==> config.mk <==
export PLATFORM = sky130hd
export DESIGN_NAME = pin_notify
export DESIGN_NICKNAME = d
export VERILOG_FILES = /design/src/design/pin_notify.v
export VERILOG_INCLUDE_DIRS = /design/src /design/src/design
export SDC_FILE = /design/constraint.sdc
export NUM_CORES = 1
export LEC_CHECK = 0
export ABC_AREA = 1
export BUFFER_PORTS_ARGS = -buffer_cell sky130_fd_sc_hd__buf_4
export CORE_UTILIZATION = 45
export CTS_CLUSTER_DIAMETER = 150
export DETAILED_ROUTE_END_ITERATION = 12
export PLACE_DENSITY_LB_ADDON = 0.05
export SYNTH_ARGS = -nofsm -noshare
export SYNTH_HDL_FRONTEND = slang
export SYNTH_SLANG_ARGS = --single-unit
==> constraint.sdc <==
create_clock -name pclk -period 1.82 [get_ports pclk]
set_input_delay 0 -clock pclk [delete_from_list [all_inputs] [get_ports pclk]]
set_output_delay 0 -clock pclk [all_outputs]
set_load 0.01 [all_outputs]
==> src/design/pin_notify_consts.vh <==
/*
 * Constants for the UART-side pin control and serial-state notification block:
 * register indices, field positions, reset values and packet field values.
 * Assumes an APB bus with 32-bit data; byte address is four times the index.
 */
`ifndef PIN_NOTIFY_CONSTS_VH
`define PIN_NOTIFY_CONSTS_VH

// ==========================================================================
// register indices (byte address = index * 4)
`define IDX_PIN_DIRECTION 10'h04D
`define IDX_PIN_OUTPUT_SET 10'h04E
`define IDX_PIN_OUTPUT_CLEAR 10'h04F
`define IDX_PIN_LEVEL_STATUS 10'h050
`define IDX_PIN_CHANGE_NOTIFY_MASK 10'h051
`define IDX_CUSTOM_NOTIFY_FORMAT_ENABLE 10'h052
`define IDX_NOTIFY_STATE 10'h070

// ==========================================================================
// reset values
`define RST_PIN_DIRECTION 6'h00
`define RST_PIN_OUTPUT 6'h00
`define RST_PIN_MASK 6'h00
`define RST_CUSTOM_FORMAT 1'h0

// ==========================================================================
// field positions
`define FLD_PINS_MSB 5
`define FLD_FORMAT_BIT 0
`define NST_PENDING_BIT 0
`define NST_BUSY_BIT 1
`define NST_EVENT_LSB 4
`define NST_CHANGE_LSB 8

// ==========================================================================
// notification packet
`define PKT_REQUEST_TYPE 8'hA1
`define PKT_SERIAL_STATE 8'h20
`define PKT_VALUE 16'h0000
`define PKT_INDEX 16'h0000
`define PKT_LEN_STANDARD 16'h0002
`define PKT_LEN_CUSTOM 16'h0004
`define PKT_BYTES_STANDARD 4'hA
`define PKT_BYTES_CUSTOM 4'hC

`endif

==> src/design/pin_notify.v <==
/*
 * Six UART-side general-purpose pins with set/clear output control, level
 * status and per-pin change masking, plus the serial-state notification
 * packet builder (standard two-byte or vendor four-byte data).
 * Assumes pin inputs and event inputs are synchronous to pclk; error event
 * inputs are one-cycle pulses from the UART receive logic.
 * Pin pull resistors and the usb transport sit outside this block.
 * A formed packet is always sent to its last byte; triggers that arrive
 * meanwhile queue exactly one further packet.
 */
// The APB interface to the registers was left to the implementer.

`include "pin_notify_consts.vh"

module pin_notify
(
    // apb slave
    input wire pclk,
    input wire presetn,
    input wire psel,
    input wire penable,
    input wire pwrite,
    input wire [11:0] paddr,
    input wire [31:0] pwdata,
    output reg [31:0] prdata,
    output wire pready,
    output wire pslverr,
    // pins, order rts cts dtr dsr cd ri from bit 5 down
    input wire [5:0] pin_in,
    output wire [5:0] pin_out,
    output wire [5:0] pin_oe,
    // uart receive events and state
    input wire overrun_event,
    input wire parity_event,
    input wire frame_event,
    input wire break_event,
    input wire break_active,
    // notification byte stream toward the usb interrupt endpoint
    output wire pkt_valid,
    output wire [7:0] pkt_data,
    output wire pkt_last,
    input wire pkt_ready
);

    localparam ST_IDLE = 1'b0;
    localparam ST_SEND = 1'b1;
    // index of the final byte, counted down from here
    localparam [3:0] LAST_STD = `PKT_BYTES_STANDARD - 4'h1;
    localparam [3:0] LAST_CUS = `PKT_BYTES_CUSTOM - 4'h1;

    reg [5:0] dir_r;
    reg [5:0] out_r;
    reg [5:0] out_nxt;
    reg [5:0] mask_r;
    reg custom_r;
    reg [5:0] prev_r;
    reg [5:0] chg_r;
    reg [3:0] ev_r;
    reg pending_r;
    reg state_r;
    reg [95:0] shift_r;
    reg [3:0] count_r;

    wire [9:0] reg_idx;
    wire idx_ok;
    wire wr_en;
    wire rd_en;
    wire [5:0] pin_change;
    wire [3:0] ev_in;
    wire trigger;
    wire form;
    wire take;
    wire [31:0] std_data;
    wire [31:0] cus_data;
    wire [31:0] pkt_word;
    wire [15:0] pkt_len;
    wire [63:0] pkt_head;
    wire [31:0] nst_word;
    wire [5:0] pin_wake;
    wire [6:0] std_bits;
    wire wr_dir;
    wire wr_set;
    wire wr_clr;
    wire wr_mask;
    wire wr_fmt;
    reg [31:0] rd_nxt;
    reg [5:0] chg_nxt;
    reg [3:0] ev_nxt;
    reg pending_nxt;
    reg state_nxt;
    reg [95:0] shift_nxt;
    reg [3:0] count_nxt;
    reg started_r;

    // index decode shared by write enable and slave error
    function is_mapped;
        input [9:0] idx;
        begin
            is_mapped = (idx == `IDX_PIN_DIRECTION) || (idx == `IDX_PIN_OUTPUT_SET) ||
                        (idx == `IDX_PIN_OUTPUT_CLEAR) || (idx == `IDX_PIN_LEVEL_STATUS) ||
                        (idx == `IDX_PIN_CHANGE_NOTIFY_MASK) ||
                        (idx == `IDX_CUSTOM_NOTIFY_FORMAT_ENABLE) || (idx == `IDX_NOTIFY_STATE);
        end
    endfunction

    // ======================================================================
    // apb access
    assign reg_idx = paddr[11:2];
    assign idx_ok = is_mapped(reg_idx);
    // zero wait states: every access completes in its first access cycle
    assign pready = 1'b1;
    assign pslverr = psel & penable & ~idx_ok;
    assign wr_en = psel & penable & pwrite & idx_ok;
    assign rd_en = psel & ~penable & ~pwrite;

    // one strobe per writable register, shared by the register and pin processes
    assign wr_dir = wr_en & (reg_idx == `IDX_PIN_DIRECTION);
    assign wr_set = wr_en & (reg_idx == `IDX_PIN_OUTPUT_SET);
    assign wr_clr = wr_en & (reg_idx == `IDX_PIN_OUTPUT_CLEAR);
    assign wr_mask = wr_en & (reg_idx == `IDX_PIN_CHANGE_NOTIFY_MASK);
    assign wr_fmt = wr_en & (reg_idx == `IDX_CUSTOM_NOTIFY_FORMAT_ENABLE);

    // debug view of the notifier: pending, busy, event and change accumulators
    assign nst_word = {18'h00000, chg_r, ev_r, 2'h0, state_r, pending_r};

    // read word for the addressed register; write-only and unmapped read zero
    always @*
    begin
        rd_nxt = 32'h00000000;
        case (reg_idx)
            `IDX_PIN_DIRECTION:
                rd_nxt = {26'h0000000, dir_r};
            `IDX_PIN_LEVEL_STATUS:
                rd_nxt = {26'h0000000, pin_in};
            `IDX_PIN_CHANGE_NOTIFY_MASK:
                rd_nxt = {26'h0000000, mask_r};
            `IDX_CUSTOM_NOTIFY_FORMAT_ENABLE:
                rd_nxt = {31'h00000000, custom_r};
            `IDX_NOTIFY_STATE:
                rd_nxt = nst_word;
            default:
                rd_nxt = 32'h00000000;
        endcase
    end

    // read data is captured in the setup cycle so prdata is a flop
    always @(posedge pclk or negedge presetn)
    begin
        if (!presetn)
            prdata <= 32'h00000000;
        else if (rd_en)
            prdata <= rd_nxt;
    end

    // ======================================================================
    // configuration registers
    // reserved bits are simply not stored, so software writing them has no effect
    always @(posedge pclk or negedge presetn)
    begin
        if (!presetn)
        begin
            dir_r <= `RST_PIN_DIRECTION;
            mask_r <= `RST_PIN_MASK;
            custom_r <= `RST_CUSTOM_FORMAT;
        end
        else if (wr_en)
        begin
            if (wr_dir)
                dir_r <= pwdata[`FLD_PINS_MSB:0];
            if (wr_mask)
                mask_r <= pwdata[`FLD_PINS_MSB:0];
            if (wr_fmt)
                custom_r <= pwdata[`FLD_FORMAT_BIT];
        end
    end

    // ======================================================================
    // output pins
    always @*
    begin
        out_nxt = out_r;
        if (wr_set)
            out_nxt = out_r | (pwdata[`FLD_PINS_MSB:0] & dir_r);
        if (wr_clr)
            out_nxt = out_r & ~(pwdata[`FLD_PINS_MSB:0] & dir_r);
    end

    always @(posedge pclk or negedge presetn)
    begin
        if (!presetn)
            out_r <= `RST_PIN_OUTPUT;
        else
            out_r <= out_nxt;
    end

    assign pin_out = out_r;
    assign pin_oe = dir_r;

    // ======================================================================
    // change and event accumulation
    // every pin is watched for change; the mask only gates the wake-up
    genvar g;
    generate
        for (g = 0; g <= `FLD_PINS_MSB; g = g + 1)
        begin : pin_track
            assign pin_change[g] = pin_in[g] ^ prev_r[g];
            assign pin_wake[g] = pin_change[g] & ~mask_r[g];
        end
    endgenerate

    assign ev_in = {overrun_event, parity_event, frame_event, break_event};
    assign trigger = (|pin_wake) | (|ev_in);
    assign form = (state_r == ST_IDLE) & pending_r;

    // prev_r only starts tracking after reset; a first compare against zero is avoided by
    // loading the live level on the first cycle out of reset
    always @(posedge pclk or negedge presetn)
    begin
        if (!presetn)
            started_r <= 1'b0;
        else
            started_r <= 1'b1;
    end

    // cleared when the packet is formed; a new event in that cycle wins
    always @*
    begin
        chg_nxt = chg_r;
        ev_nxt = ev_r;
        pending_nxt = pending_r;
        if (started_r)
        begin
            // every pin counts for change, mask or not
            chg_nxt = (form ? 6'h00 : chg_r) | pin_change;
            ev_nxt = (form ? 4'h0 : ev_r) | ev_in;
            pending_nxt = (form ? 1'b0 : pending_r) | trigger;
        end
    end

    always @(posedge pclk or negedge presetn)
    begin
        if (!presetn)
        begin
            prev_r <= 6'h00;
            chg_r <= 6'h00;
            ev_r <= 4'h0;
            pending_r <= 1'b0;
        end
        else
        begin
            prev_r <= pin_in;
            chg_r <= chg_nxt;
            ev_r <= ev_nxt;
            pending_r <= pending_nxt;
        end
    end

    // ======================================================================
    // packet formation
    // standard word, bits 15..7 zero
    // overrun, parity, framing, ring level, break state
    // dsr level bit 1, cd level bit 0
    assign std_bits[6] = ev_r[3];
    assign std_bits[5] = ev_r[2];
    assign std_bits[4] = ev_r[1];
    // ring and carrier bits are the live pin levels at formation
    assign std_bits[3] = pin_in[0];
    assign std_bits[2] = break_active;
    assign std_bits[1] = pin_in[2];
    assign std_bits[0] = pin_in[1];
    assign std_data = {16'h0000, 9'h000, std_bits};
    // error events in 19..16, 31..20 zero
    assign cus_data = {12'h000, ev_r, 2'h0, pin_in, 2'h0, chg_r};
    assign pkt_word = custom_r ? cus_data : std_data;
    assign pkt_len = custom_r ? `PKT_LEN_CUSTOM : `PKT_LEN_STANDARD;
    assign take = (state_r == ST_SEND) & pkt_ready;
    // request type then serial state code
    assign pkt_head = {pkt_len, `PKT_INDEX, `PKT_VALUE, `PKT_SERIAL_STATE, `PKT_REQUEST_TYPE};

    // ======================================================================
    // packet sender
    // a formed packet is never cut short, so the host always sees whole packets
    always @*
    begin
        state_nxt = state_r;
        shift_nxt = shift_r;
        count_nxt = count_r;
        case (state_r)
            ST_IDLE:
            begin
                if (pending_r)
                begin
                    shift_nxt = {pkt_word, pkt_head};
                    count_nxt = custom_r ? LAST_CUS : LAST_STD;
                    state_nxt = ST_SEND;
                end
            end
            ST_SEND:
            begin
                if (take)
                begin
                    shift_nxt = {8'h00, shift_r[95:8]};
                    count_nxt = count_r - 4'h1;
                    if (count_r == 4'h0)
                        state_nxt = ST_IDLE;
                end
            end
            default:
                state_nxt = ST_IDLE;
        endcase
    end

    always @(posedge pclk or negedge presetn)
    begin
        if (!presetn)
        begin
            state_r <= ST_IDLE;
            shift_r <= 96'h0;
            count_r <= 4'h0;
        end
        else
        begin
            state_r <= state_nxt;
            shift_r <= shift_nxt;
            count_r <= count_nxt;
        end
    end

    assign pkt_valid = (state_r == ST_SEND);
    assign pkt_data = shift_r[7:0];
    assign pkt_last = (state_r == ST_SEND) & (count_r == 4'h0);

endmodule // pin_notify

Word level (Yosys, flattened, before mapping) --
Index checks and enable logic that the tools add are counted.
Storage, ports and cells: latch bits 0, memories 0, bits in read-only memories 0, register bits after elaboration 170, logic and storage cells 100, output and inout port bits 56, input bits 61, memory bits (writable) 0
Cells by class: div/mod/pow operators 0, multipliers 0, bitwise operators 44, magnitude comparators 0, equality and inequality tests 9, shifts and indexed selects 0, mux-type cells 19, add/sub/neg operators 1, reduce and logical (&&, ||, !) cells 14
Operator list (count):
- 96-bit two-way mux | 2
- 96-bit one-hot mux with 2 select lines | 1
- 10-bit by 7-bit == test with 1-bit output (second input constant) | 7
- 14-bit one-hot mux with 5 select lines | 1
- 1-bit AND | 20
- 20-bit two-way mux | 1
- 6-bit two-way mux | 3
- 6-bit AND | 2
- 4-bit two-way mux | 3
- 6-bit OR | 2
- 1-bit NOT | 10
- 4-bit one-hot mux with 2 select lines | 1
- 2-bit AND reduction | 4
- 1-bit logical OR | 6
- 6-bit NOT | 1
- 6-bit OR reduction | 1
- 1-bit XOR | 6
- 4-bit zero test | 1
- 1-bit two-way mux | 4
- 4-bit OR | 1
- 4-bit OR reduction | 1
- 4-bit by 1-bit subtractor with 4-bit output (second input constant) | 1
- 3-bit two-way mux | 1
- 2-bit two-way mux | 1
- 5 further kinds | 6

Logic depth before layout (Yosys ltp) --
Gate-level depths: netlist of run 1.
depth after elaboration 11, mapped depth 11

Worst setup path before layout of run 1 --
OpenSTA, ideal clock, no wires.
path type register to register, start register state_r (netlist: pkt_valid), end register shift_r[10], path slack 373 ps, stages on the path, launching flop included 6, library setup time 133 ps, data required time 1687 ps, arrival 1315 ps, clock period less this slack 1447 ps, cell sequence dfrtp_1 buf_2 nand2_1 clkbuf_1 clkbuf_1 o22ai_1
On the way: word-level cells in the longest chain between the ends 3, elaborated cells between the ends (all ways) 6, classes of those cells eq/ne (2); mux (1); bitwise (2); reduce/logical (1)
RTL lines:
- from (decl) | line pin_notify.v:60 | reg state_r;
- from (signal assigned) | line pin_notify.v:323 | state_r <= state_nxt;
- 1-bit AND / 1-bit NOT (equally long branches) | line pin_notify.v:276, pin_notify.v:288
- 2-bit by 1-bit inequality test with 1-bit output (no source line) / 2-bit inequality test (equally long branches)
- 2-bit AND reduction (no source line)
- to (signal assigned) | line pin_notify.v:324 | shift_r <= shift_nxt;
- to (decl) | line pin_notify.v:61 | reg [95:0] shift_r;
Parallel ways exist; a longest one is shown, timed or not. A chain may end at the register's enable or synchronous reset.

Worst setup path in the final report of run 1 --
start register pending_r, end register shift_r[82]
On the way: word-level cells in the longest chain between the ends 2
RTL lines:
- from (decl) | line pin_notify.v:59 | reg pending_r;
- from (signal assigned) | line pin_notify.v:254 | pending_r <= pending_nxt;
- 2-bit inequality test (no source line)
- 2-bit AND reduction (no source line)
Every way passes these cells.

==> flow_summary.yaml, run 1 <==
status:
  outcome: "complete, no violations"
synth:
  syn-mean-instance-area_sq_um: 8.96
  yosysTopAreaCellShare: 0.555
  dominant_combinational_cell_family_by_area_after_synthesis: "simple AND/OR/NAND/NOR gates"
  netlist_area_sq_um: 5860
  yosys.area.top_type: "dfrtp_1"
  fraction_of_the_mapped_netlist_area_in_compound_gates: 0.129
  synth-edff-count: 0
  ys_top_cells_by_area: "dfrtp_1 56%, nand2_1 8.3%, inv_1 7.2%, o22ai_1 4.9%, o21ai_0 3.7%"
  postSynthCellCount: 654
  post_synth_and_or_nand_nor_area_fraction: 0.178
  synth_mux_area_frac: 0
  synth.yosys.seq_area_share: 0.555
  xor_xnor_cell_area_share_of_the_yosys_netlist: 0.0105
  synth_ff_type: "dfrtp_1"
  ys.warnings.count: 0
  netlist-cell-type-count: 36
  postSynthRegisterBits: 130
  yosys.area_share.adder: 0.00214
  post_synth_arst_share: 1.00
critical_path:
  worst_setup_path_category: "reg -> reg"
  critPathCaptureType: "flip-flop"
  timing.critical_path.arrival_ps: 1810
  reg2reg_setup_slack_ps: 330
  critPathLaunchType: "flip-flop"
  crit_path_max_fanout: 21
  worstRegToRegCells: 7
  reg2reg_from: "pending_r$_DFFE_PN0P_"
  worstPathRequired_ps: 2140
  crit-reg2reg-capture: "shift_r[82]$_DFFE_PN0P_"
pwr:
  power.ir.vdd_worst_v: 0.000568
  design_power_total_mw: 9.34
  static-leakage-power_nw: 3.66
  power.density_nw_per_um2: 1280
sta:
  timing.final.crit_period_ps: 1490
  timing.max_slew.rel_slack: 0.627
  final_max_slew_viol_count: 0
  endpoints_failing_hold: 0
  timing_worst_slew_pin_value_ps: 558
  clock_skew_ps: 7.54
  clock.fmax_mhz: 670
  layout_worst_path_cycle_share: 0.820
  number_of_setup_violations_in_the_final_report: 0
  rsz0062_at_grt: "false"
  setup-tns-final_ps: 0
finish:
  synthToLayoutAreaGrowth_pct: 25.0
  fin_nets: 806
  drive_gt1_frac: 0.177
  final.fill_count: 1163
  insertedDiodeCount: 0
detailed_routing:
  dr.first_iter.drc_count: 215
  wirelength_met1_um: 6270
  met3_wirelength_um: 460
  routed_wl_um: 13400
  drc_errors: 0
  dr.pass1.iters: 5
  routed-via-count: 4529
  routed_wire_length_per_instance_um: 14.5
  routed-wl-met2_um: 6530
  avgViaCountPerCell: 4.88
  top_layer: "met4"
  drt.antenna.violating_nets: 0
place:
  port_buffers: 69
  place_hpwl_um: 9340
  finalWeightedCongestion: 0.833
floorplanning:
  fp-row-count: 41
  dieWidth_um: 116
  fp.coreArea_sq_um: 12700
  floorplan.die_area_sq_um: 13500
  floorplan.initialDensity: 0.462
  design.portCount: 117
  fp.dieH_um: 116
clocking:
  cts-root-to-sink-buffers: 2
  sinks_on_the_clock_net: 130
  post_cts_resized: 0
  clock_pin_transition_on_the_worst_setup_and_hold_timing_paths_ps: 60
  htree_levels: 4
  cts_tree: "yes"
  tritoncts.num_buffers: 17
  cts_root_buffer: "clkbuf_16"
  clk_latency_ps: 420
global_routing:
  first_pass_grt_wire_length_um: 22600
  grt_remaining_overflow: 0
  antenna_found_initial: 0
  grt_start_max_net_pins: 70
  global_route.usage.total: 0.224
  vias_in_the_first_global_route: 4459
min_path:
  holdPathStages: 6
  hold_path.class: "in -> reg"
  hold_path.startpoint: "paddr[4]"
  hold_end: "custom_r$_DFFE_PN0P_"
job:
  max-cap-violations: 0
==> stage by stage <==
| stage | util | area (sq um) | hold WS (ps) | std cells | setup slack, ps |
|---|---|---|---|---|---|
| final | 0.578 | 7320 | 26.9 | 929 | 328 |
| after global routing | 0.578 | 7320 | 57.1 | 929 | 191 |
| after CTS | 0.578 | 7320 | 10.3 | 929 | 324 |
| after detailed placement | 0.513 | 6500 | -11.6 | 878 | 238 |
| after global placement | 0.513 | 6500 | -13.0 | 878 | 231 |
| after floorplan | - | 5920 | -296 | 672 | 373 |
==> flip-flops by register name, summed over array words and instances, names as in the netlist, 4 cells and up, named ones only <==
name	count
prdata	14
mask_r	6
pin_oe	6
prev_r	6
chg_r	6
ev_r	4
count_r	4
shift_r	74
==> layer usage <==
layer  vias to the layer above  global-route usage
met5                         -                   0
met1                      2156               0.301
met2                       104               0.355
li1                       2254                   -
met3                        15              0.0450
met4                         0              0.0889
==> critical path, cell delays in order, from the launching register on <==
cell and delay (ps):
dfrtp_1 370, inv_1 90, nor2_1 200, inv_1 100, nand2_2 120, inv_2 130
buf_12 180, o31ai_1 200
==> final cells by class <==
class                   count  area, sq um  share of cell area
clock buffers              20          447              0.0610
clock inverters            12          181              0.0248
flip-flops and latches    130         3250               0.444
well taps                 172          215              0.0294
inverters                 115          432              0.0590
multi-input cells         379         1950               0.266
repair buffers            101          843               0.115
==> what timing repair did <==
action,CTS,global route
hold endpoints to repair,80,0
hold buffers,19,0
endpoints found under the setup margin,0,0
setup buffers,0,0
==> worst max-delay path by stage <==
stage | start | endpoint | depth (start not counted)
final | pending_r$_DFFE_PN0P_ | shift_r[82]$_DFFE_PN0P_ | 7
after global routing | pending_r$_DFFE_PN0P_ | shift_r[82]$_DFFE_PN0P_ | 7
after CTS | pending_r$_DFFE_PN0P_ | shift_r[83]$_DFFE_PN0P_ | 7
after detailed placement | paddr[5] | prdata[0]$_DFFE_PN0P_ | 8
after global placement | paddr[5] | prdata[0]$_DFFE_PN0P_ | 8
after floorplan | pkt_valid$_DFF_PN0_ | shift_r[10]$_DFFE_PN0P_ | 5
==> cells in the mapped netlist (5+ instances only) <==
library cell / count
inv_1: 112
nand2_1: 130
xnor2_1: 5
a21oi_1: 10
buf_4: 27
nand4_1: 12
nand3_1: 18
buf_2: 10
a22oi_1: 5
o31ai_1: 12
dfrtp_1: 130
nor2_1: 36
o21ai_0: 43
o22ai_1: 46
a41oi_1: 6
nor3_1: 8
clkbuf_1: 10
==> placed cells by master, fill, tap and decap left out, types with 2 or more instances in the layout <==
cell / synthesis / layout
dfrtp_1: 130 / 130
nand2_1: 130 / 129
inv_1: 112 / 112
buf_4: 27 / 79
o22ai_1: 46 / 46
o21ai_0: 43 / 43
nor2_1: 36 / 36
conb_1: 2 / 20
dlygate4sd3_1: 0 / 19
nand3_1: 18 / 18
clkbuf_16: 0 / 17
o31ai_1: 12 / 12
nand4_1: 12 / 12
a21oi_1: 10 / 10
nor3_1: 8 / 8
a41oi_1: 6 / 6
a22oi_1: 5 / 5
xnor2_1: 5 / 5
bufinv_16: 0 / 4
clkinvlp_4: 0 / 4
nor2_4: 3 / 3
nor2_2: 3 / 3
inv_2: 3 / 3
o21ai_1: 3 / 3
nor3b_1: 3 / 3
buf_12: 0 / 3
nor2_8: 2 / 2
nand2_2: 1 / 2
nand3_2: 2 / 2
xor2_1: 2 / 2
or2_2: 2 / 2
clkbuf_1: 10 / 2
clkinv_4: 0 / 2
==> where the power goes <==
group	switching (mW)	internal, mW	leakage, nW
registers	0.303	3.62	1.63
logic	1.07	0.751	1.73
clock network	1.27	2.33	0.293
==> logic make-up (layout without fill, tap and decap cells) <==
family / Yosys count / in the layout
XOR/XNOR: 7 / 7
AND/OR/NAND/NOR: 225 / 225
buffers and inverters: 163 / 248
adder cells (fa/ha/maj): 1 / 1
flip-flops: 130 / 130
AO/OA/AOI/OAI: 126 / 126
other: 2 / 20
No activity file was read; power rests on OpenSTA's default activity.
==> run 2, diff against run 1 <==
--- a/config.mk
+++ b/config.mk
@@ -6,7 +6,7 @@
 export SDC_FILE = /design/constraint.sdc
 export NUM_CORES = 1
 export LEC_CHECK = 0
-export ABC_AREA = 1
+export ABC_AREA = 0
 export BUFFER_PORTS_ARGS = -buffer_cell sky130_fd_sc_hd__buf_4
 export CORE_UTILIZATION = 45
 export CTS_CLUSTER_DIAMETER = 150
==> constraint.sdc (replaced) <==
create_clock -name pclk -period 1.5 [get_ports pclk]
set_input_delay 0 -clock pclk [delete_from_list [all_inputs] [get_ports pclk]]
set_output_delay 0 -clock pclk [all_outputs]
set_load 0.01 [all_outputs]
==> run 2 against run 1 <==
Die area decreased by 4.5%. Worst setup slack got worse by 300 ps. Cell count shrank 17%. Routed wire length decreased by 1.4%. Synthesized cell count down 26%. Non-clock buffer count rose by 27. Clock-buffer cell count increased by 3. Critical path type is now reg -> out. Critical endpoint is now pkt_last. Largest cell class unchanged. Highest routed layer unchanged.
==> flow_summary.yaml, run 2 <==
finish:
  insertedDiodeCount: 0
  final.fill_count: 1012
  drive_gt1_frac: 0.278
  highest_count_cells_in_the_layout_ignoring_fill_and_taps: "129 x dfrtp_1, 104 x buf_4, 75 x a22o_1"
  layout_commonest_cell: "dfrtp_1"
  synthToLayoutAreaGrowth_pct: 29.7
  top_register: "shift_r"
  largest_register_ffs: 74
  biggestRegsByFlops: "shift_r x74, prdata x14"
  fin_nets: 654
critical_path:
  worstPathRequired_ps: 1500
  cp-startpoint: "count_r[1]$_DFFE_PN0P_"
  timing.critical_path.to: "pkt_last"
  reg2reg_setup_slack_ps: 140
  timing.critical_path.slowest_cell_delay_ps: 390
  critical_path_buf_inv_count: 2
  crit_path_max_fanout: 2
  critPathCaptureType: "output port"
  critPathTopFamily: "flip-flops"
  cp_num_cells: 5
  worst_setup_path_category: "reg -> out"
  reg2reg_from: "prev_r[2]$_DFF_PN0_"
  worstRegToRegCells: 4
  critPathLaunchType: "flip-flop"
  timing.critical_path.arrival_ps: 1480
  crit_chain: "inv_2, ha_4, nor3b_4, and2_1, buf_4"
  crit-reg2reg-capture: "pending_r$_DFFE_PN0P_"
  worst_path_cell_with_the_longest_stage_delay: "dfrtp_1"
clocking:
  htree_levels: 4
  cts_root_buffer: "clkbuf_16"
  tritoncts.num_buffers: 17
  clk_latency_ps: 420
  sinks_on_the_clock_net: 130
  clock_pin_transition_on_the_worst_setup_and_hold_timing_paths_ps: 60
  cts-root-to-sink-buffers: 2
  cts_tree: "yes"
global_routing:
  grt_start_max_net_pins: 67
  antenna_found_initial: 0
  grt_remaining_overflow: 0
  global_route.usage.total: 0.221
  vias_in_the_first_global_route: 4189
  first_pass_grt_wire_length_um: 21800
status:
  outcome: "complete, no violations"
detailed_routing:
  dr.first_iter.drc_count: 280
  routed_wire_length_per_instance_um: 17.2
  routed_wl_um: 13300
  routed-via-count: 4141
  avgViaCountPerCell: 5.36
  dr.pass1.iters: 5
  drt.antenna.violating_nets: 0
  drc_errors: 0
pwr:
  switching_share: 0.264
  intPower_mw: 7.66
  share_clk_of_total_power: 0.391
  share_seq_of_total_power: 0.447
  combPwrFrac: 0.162
  p_switching_mw: 2.74
  power.density_nw_per_um2: 1430
  design_power_total_mw: 10.4
  power.ir.vdd_worst_v: 0.000787
  static-leakage-power_nw: 3.51
place:
  finalWeightedCongestion: 0.903
  place_hpwl_um: 8730
  port_buffers: 69
min_path:
  hold_path.class: "in -> reg"
synth:
  postSynthRegisterBits: 130
  netlist_area_sq_um: 5590
  synth_commonest_cells: "130 x dfrtp_1, 75 x a22o_1, 46 x nand2_1"
  yosysTopAreaCellShare: 0.582
  synth-edff-count: 0
  syn-mean-instance-area_sq_um: 11.6
  yosysMostFrequentCell: "dfrtp_1"
  yosys.area.top_type: "dfrtp_1"
  synth.yosys.seq_area_share: 0.582
  synth_ff_type: "dfrtp_1"
  ys.warnings.count: 0
  ys_top_cells_by_area: "dfrtp_1 58%, a22o_1 12%, buf_4 3.6%, nand2_1 3.1%, mux2i_1 2.9%"
  postSynthCellCount: 482
  netlist-cell-type-count: 43
  post_synth_arst_share: 1.00
floorplanning:
  fp-row-count: 40
  fp.dieH_um: 113
  dieWidth_um: 113
  floorplan.die_area_sq_um: 12900
  design.portCount: 117
  fp.coreArea_sq_um: 12100
  floorplan.initialDensity: 0.463
job:
  max-cap-violations: 0
sta:
  setup-tns-final_ps: 0
  final_max_slew_viol_count: 0
  timing.final.crit_period_ps: 1480
  final.hold.worst_slack_ps: 15.9
  rsz0062_at_grt: "true"
  endpoints_failing_hold: 0
  clock_skew_ps: 16.5
  layout_worst_path_cycle_share: 0.984
  clock.fmax_mhz: 677
  number_of_setup_violations_in_the_final_report: 0
[run 2: power groups by stage]
stage	logic (mW)	clock network, mW	registers, mW
after detailed placement	1.56	0	4.67
after global routing	1.87	4.28	4.72
after global placement	1.53	0	4.66
final	1.69	4.06	4.65
after floorplan	1.13	0	4.52
after CTS	1.65	4.15	4.64
[run 2: logic make-up after synthesis]
group,synth area share
XOR/XNOR,0.0125
adder cells (fa/ha/maj),0.00224
multiplexers,0.0602
buffers and inverters,0.0633
flip-flops,0.582
other,0.00134
AND/OR/NAND/NOR,0.102
AO/OA/AOI/OAI,0.176
[run 2: worst register-to-register path: stages, from the launching register on]
cell and delay [ps]:
dfrtp_1 390, xor2_1 180, a222oi_1 370, nand4_1 130, a22o_1 180
[run 2: per-layer routing]
metal / vias to the layer above / part of all wire / track usage
li1: 1920 / - / -
met2: 106 / 0.47 / 0.333
met3: 13 / 0.043 / 0.0547
met1: 2102 / 0.47 / 0.308
met5: - / 0 / 0
met4: 0 / 0.012 / 0.0851
[run 2: worst min-delay path by stage]
stage | from | to | slack, ps | depth (start not counted)
3_3_place_gp | presetn | shift_r[5]$_DFFE_PN0P_ | 50 | 2
5_1_grt | pkt_ready | shift_r[69]$_DFFE_PN0P_ | 30 | 4
2_1_floorplan | presetn | async pin | -300 | 0
6_report | break_active | shift_r[66]$_DFFE_PN0P_ | 20 | 5
4_1_cts | paddr[11] | prdata[0]$_DFFE_PN0P_ | 0.3 | 5
3_5_place_dp | presetn | shift_r[5]$_DFFE_PN0P_ | 50 | 2
[run 2: final cells by class]
class	instances	area [sq um]	area share
inverter	12	45.0	0.00621
tap	168	210	0.0290
timing repair buffer	128	1060	0.146
clock buffer	23	478	0.0659
clock inverter	9	104	0.0143
multi-input combinational	303	2100	0.289
sequential	130	3250	0.449
[run 2: through the flow]
stage | cells | utilization | worst slack [ps] | instance area, sq um
after floorplan | 500 | - | -26.5 | 5670
after global placement | 718 | 0.531 | -12.6 | 6410
after detailed placement | 718 | 0.531 | -55.1 | 6410
after CTS | 772 | 0.599 | -19.3 | 7220
after global routing | 773 | 0.601 | -33.8 | 7250
final | 773 | 0.601 | 24.0 | 7250
[run 2: what timing repair did]
action | CTS | global route
pin swaps | 0 | 1
setup buffers | 2 | 1
endpoints found under the setup margin | 5 | 22
hold buffers | 20 | 0
hold endpoints to repair | 169 | 0
resized for setup | 4 | 6
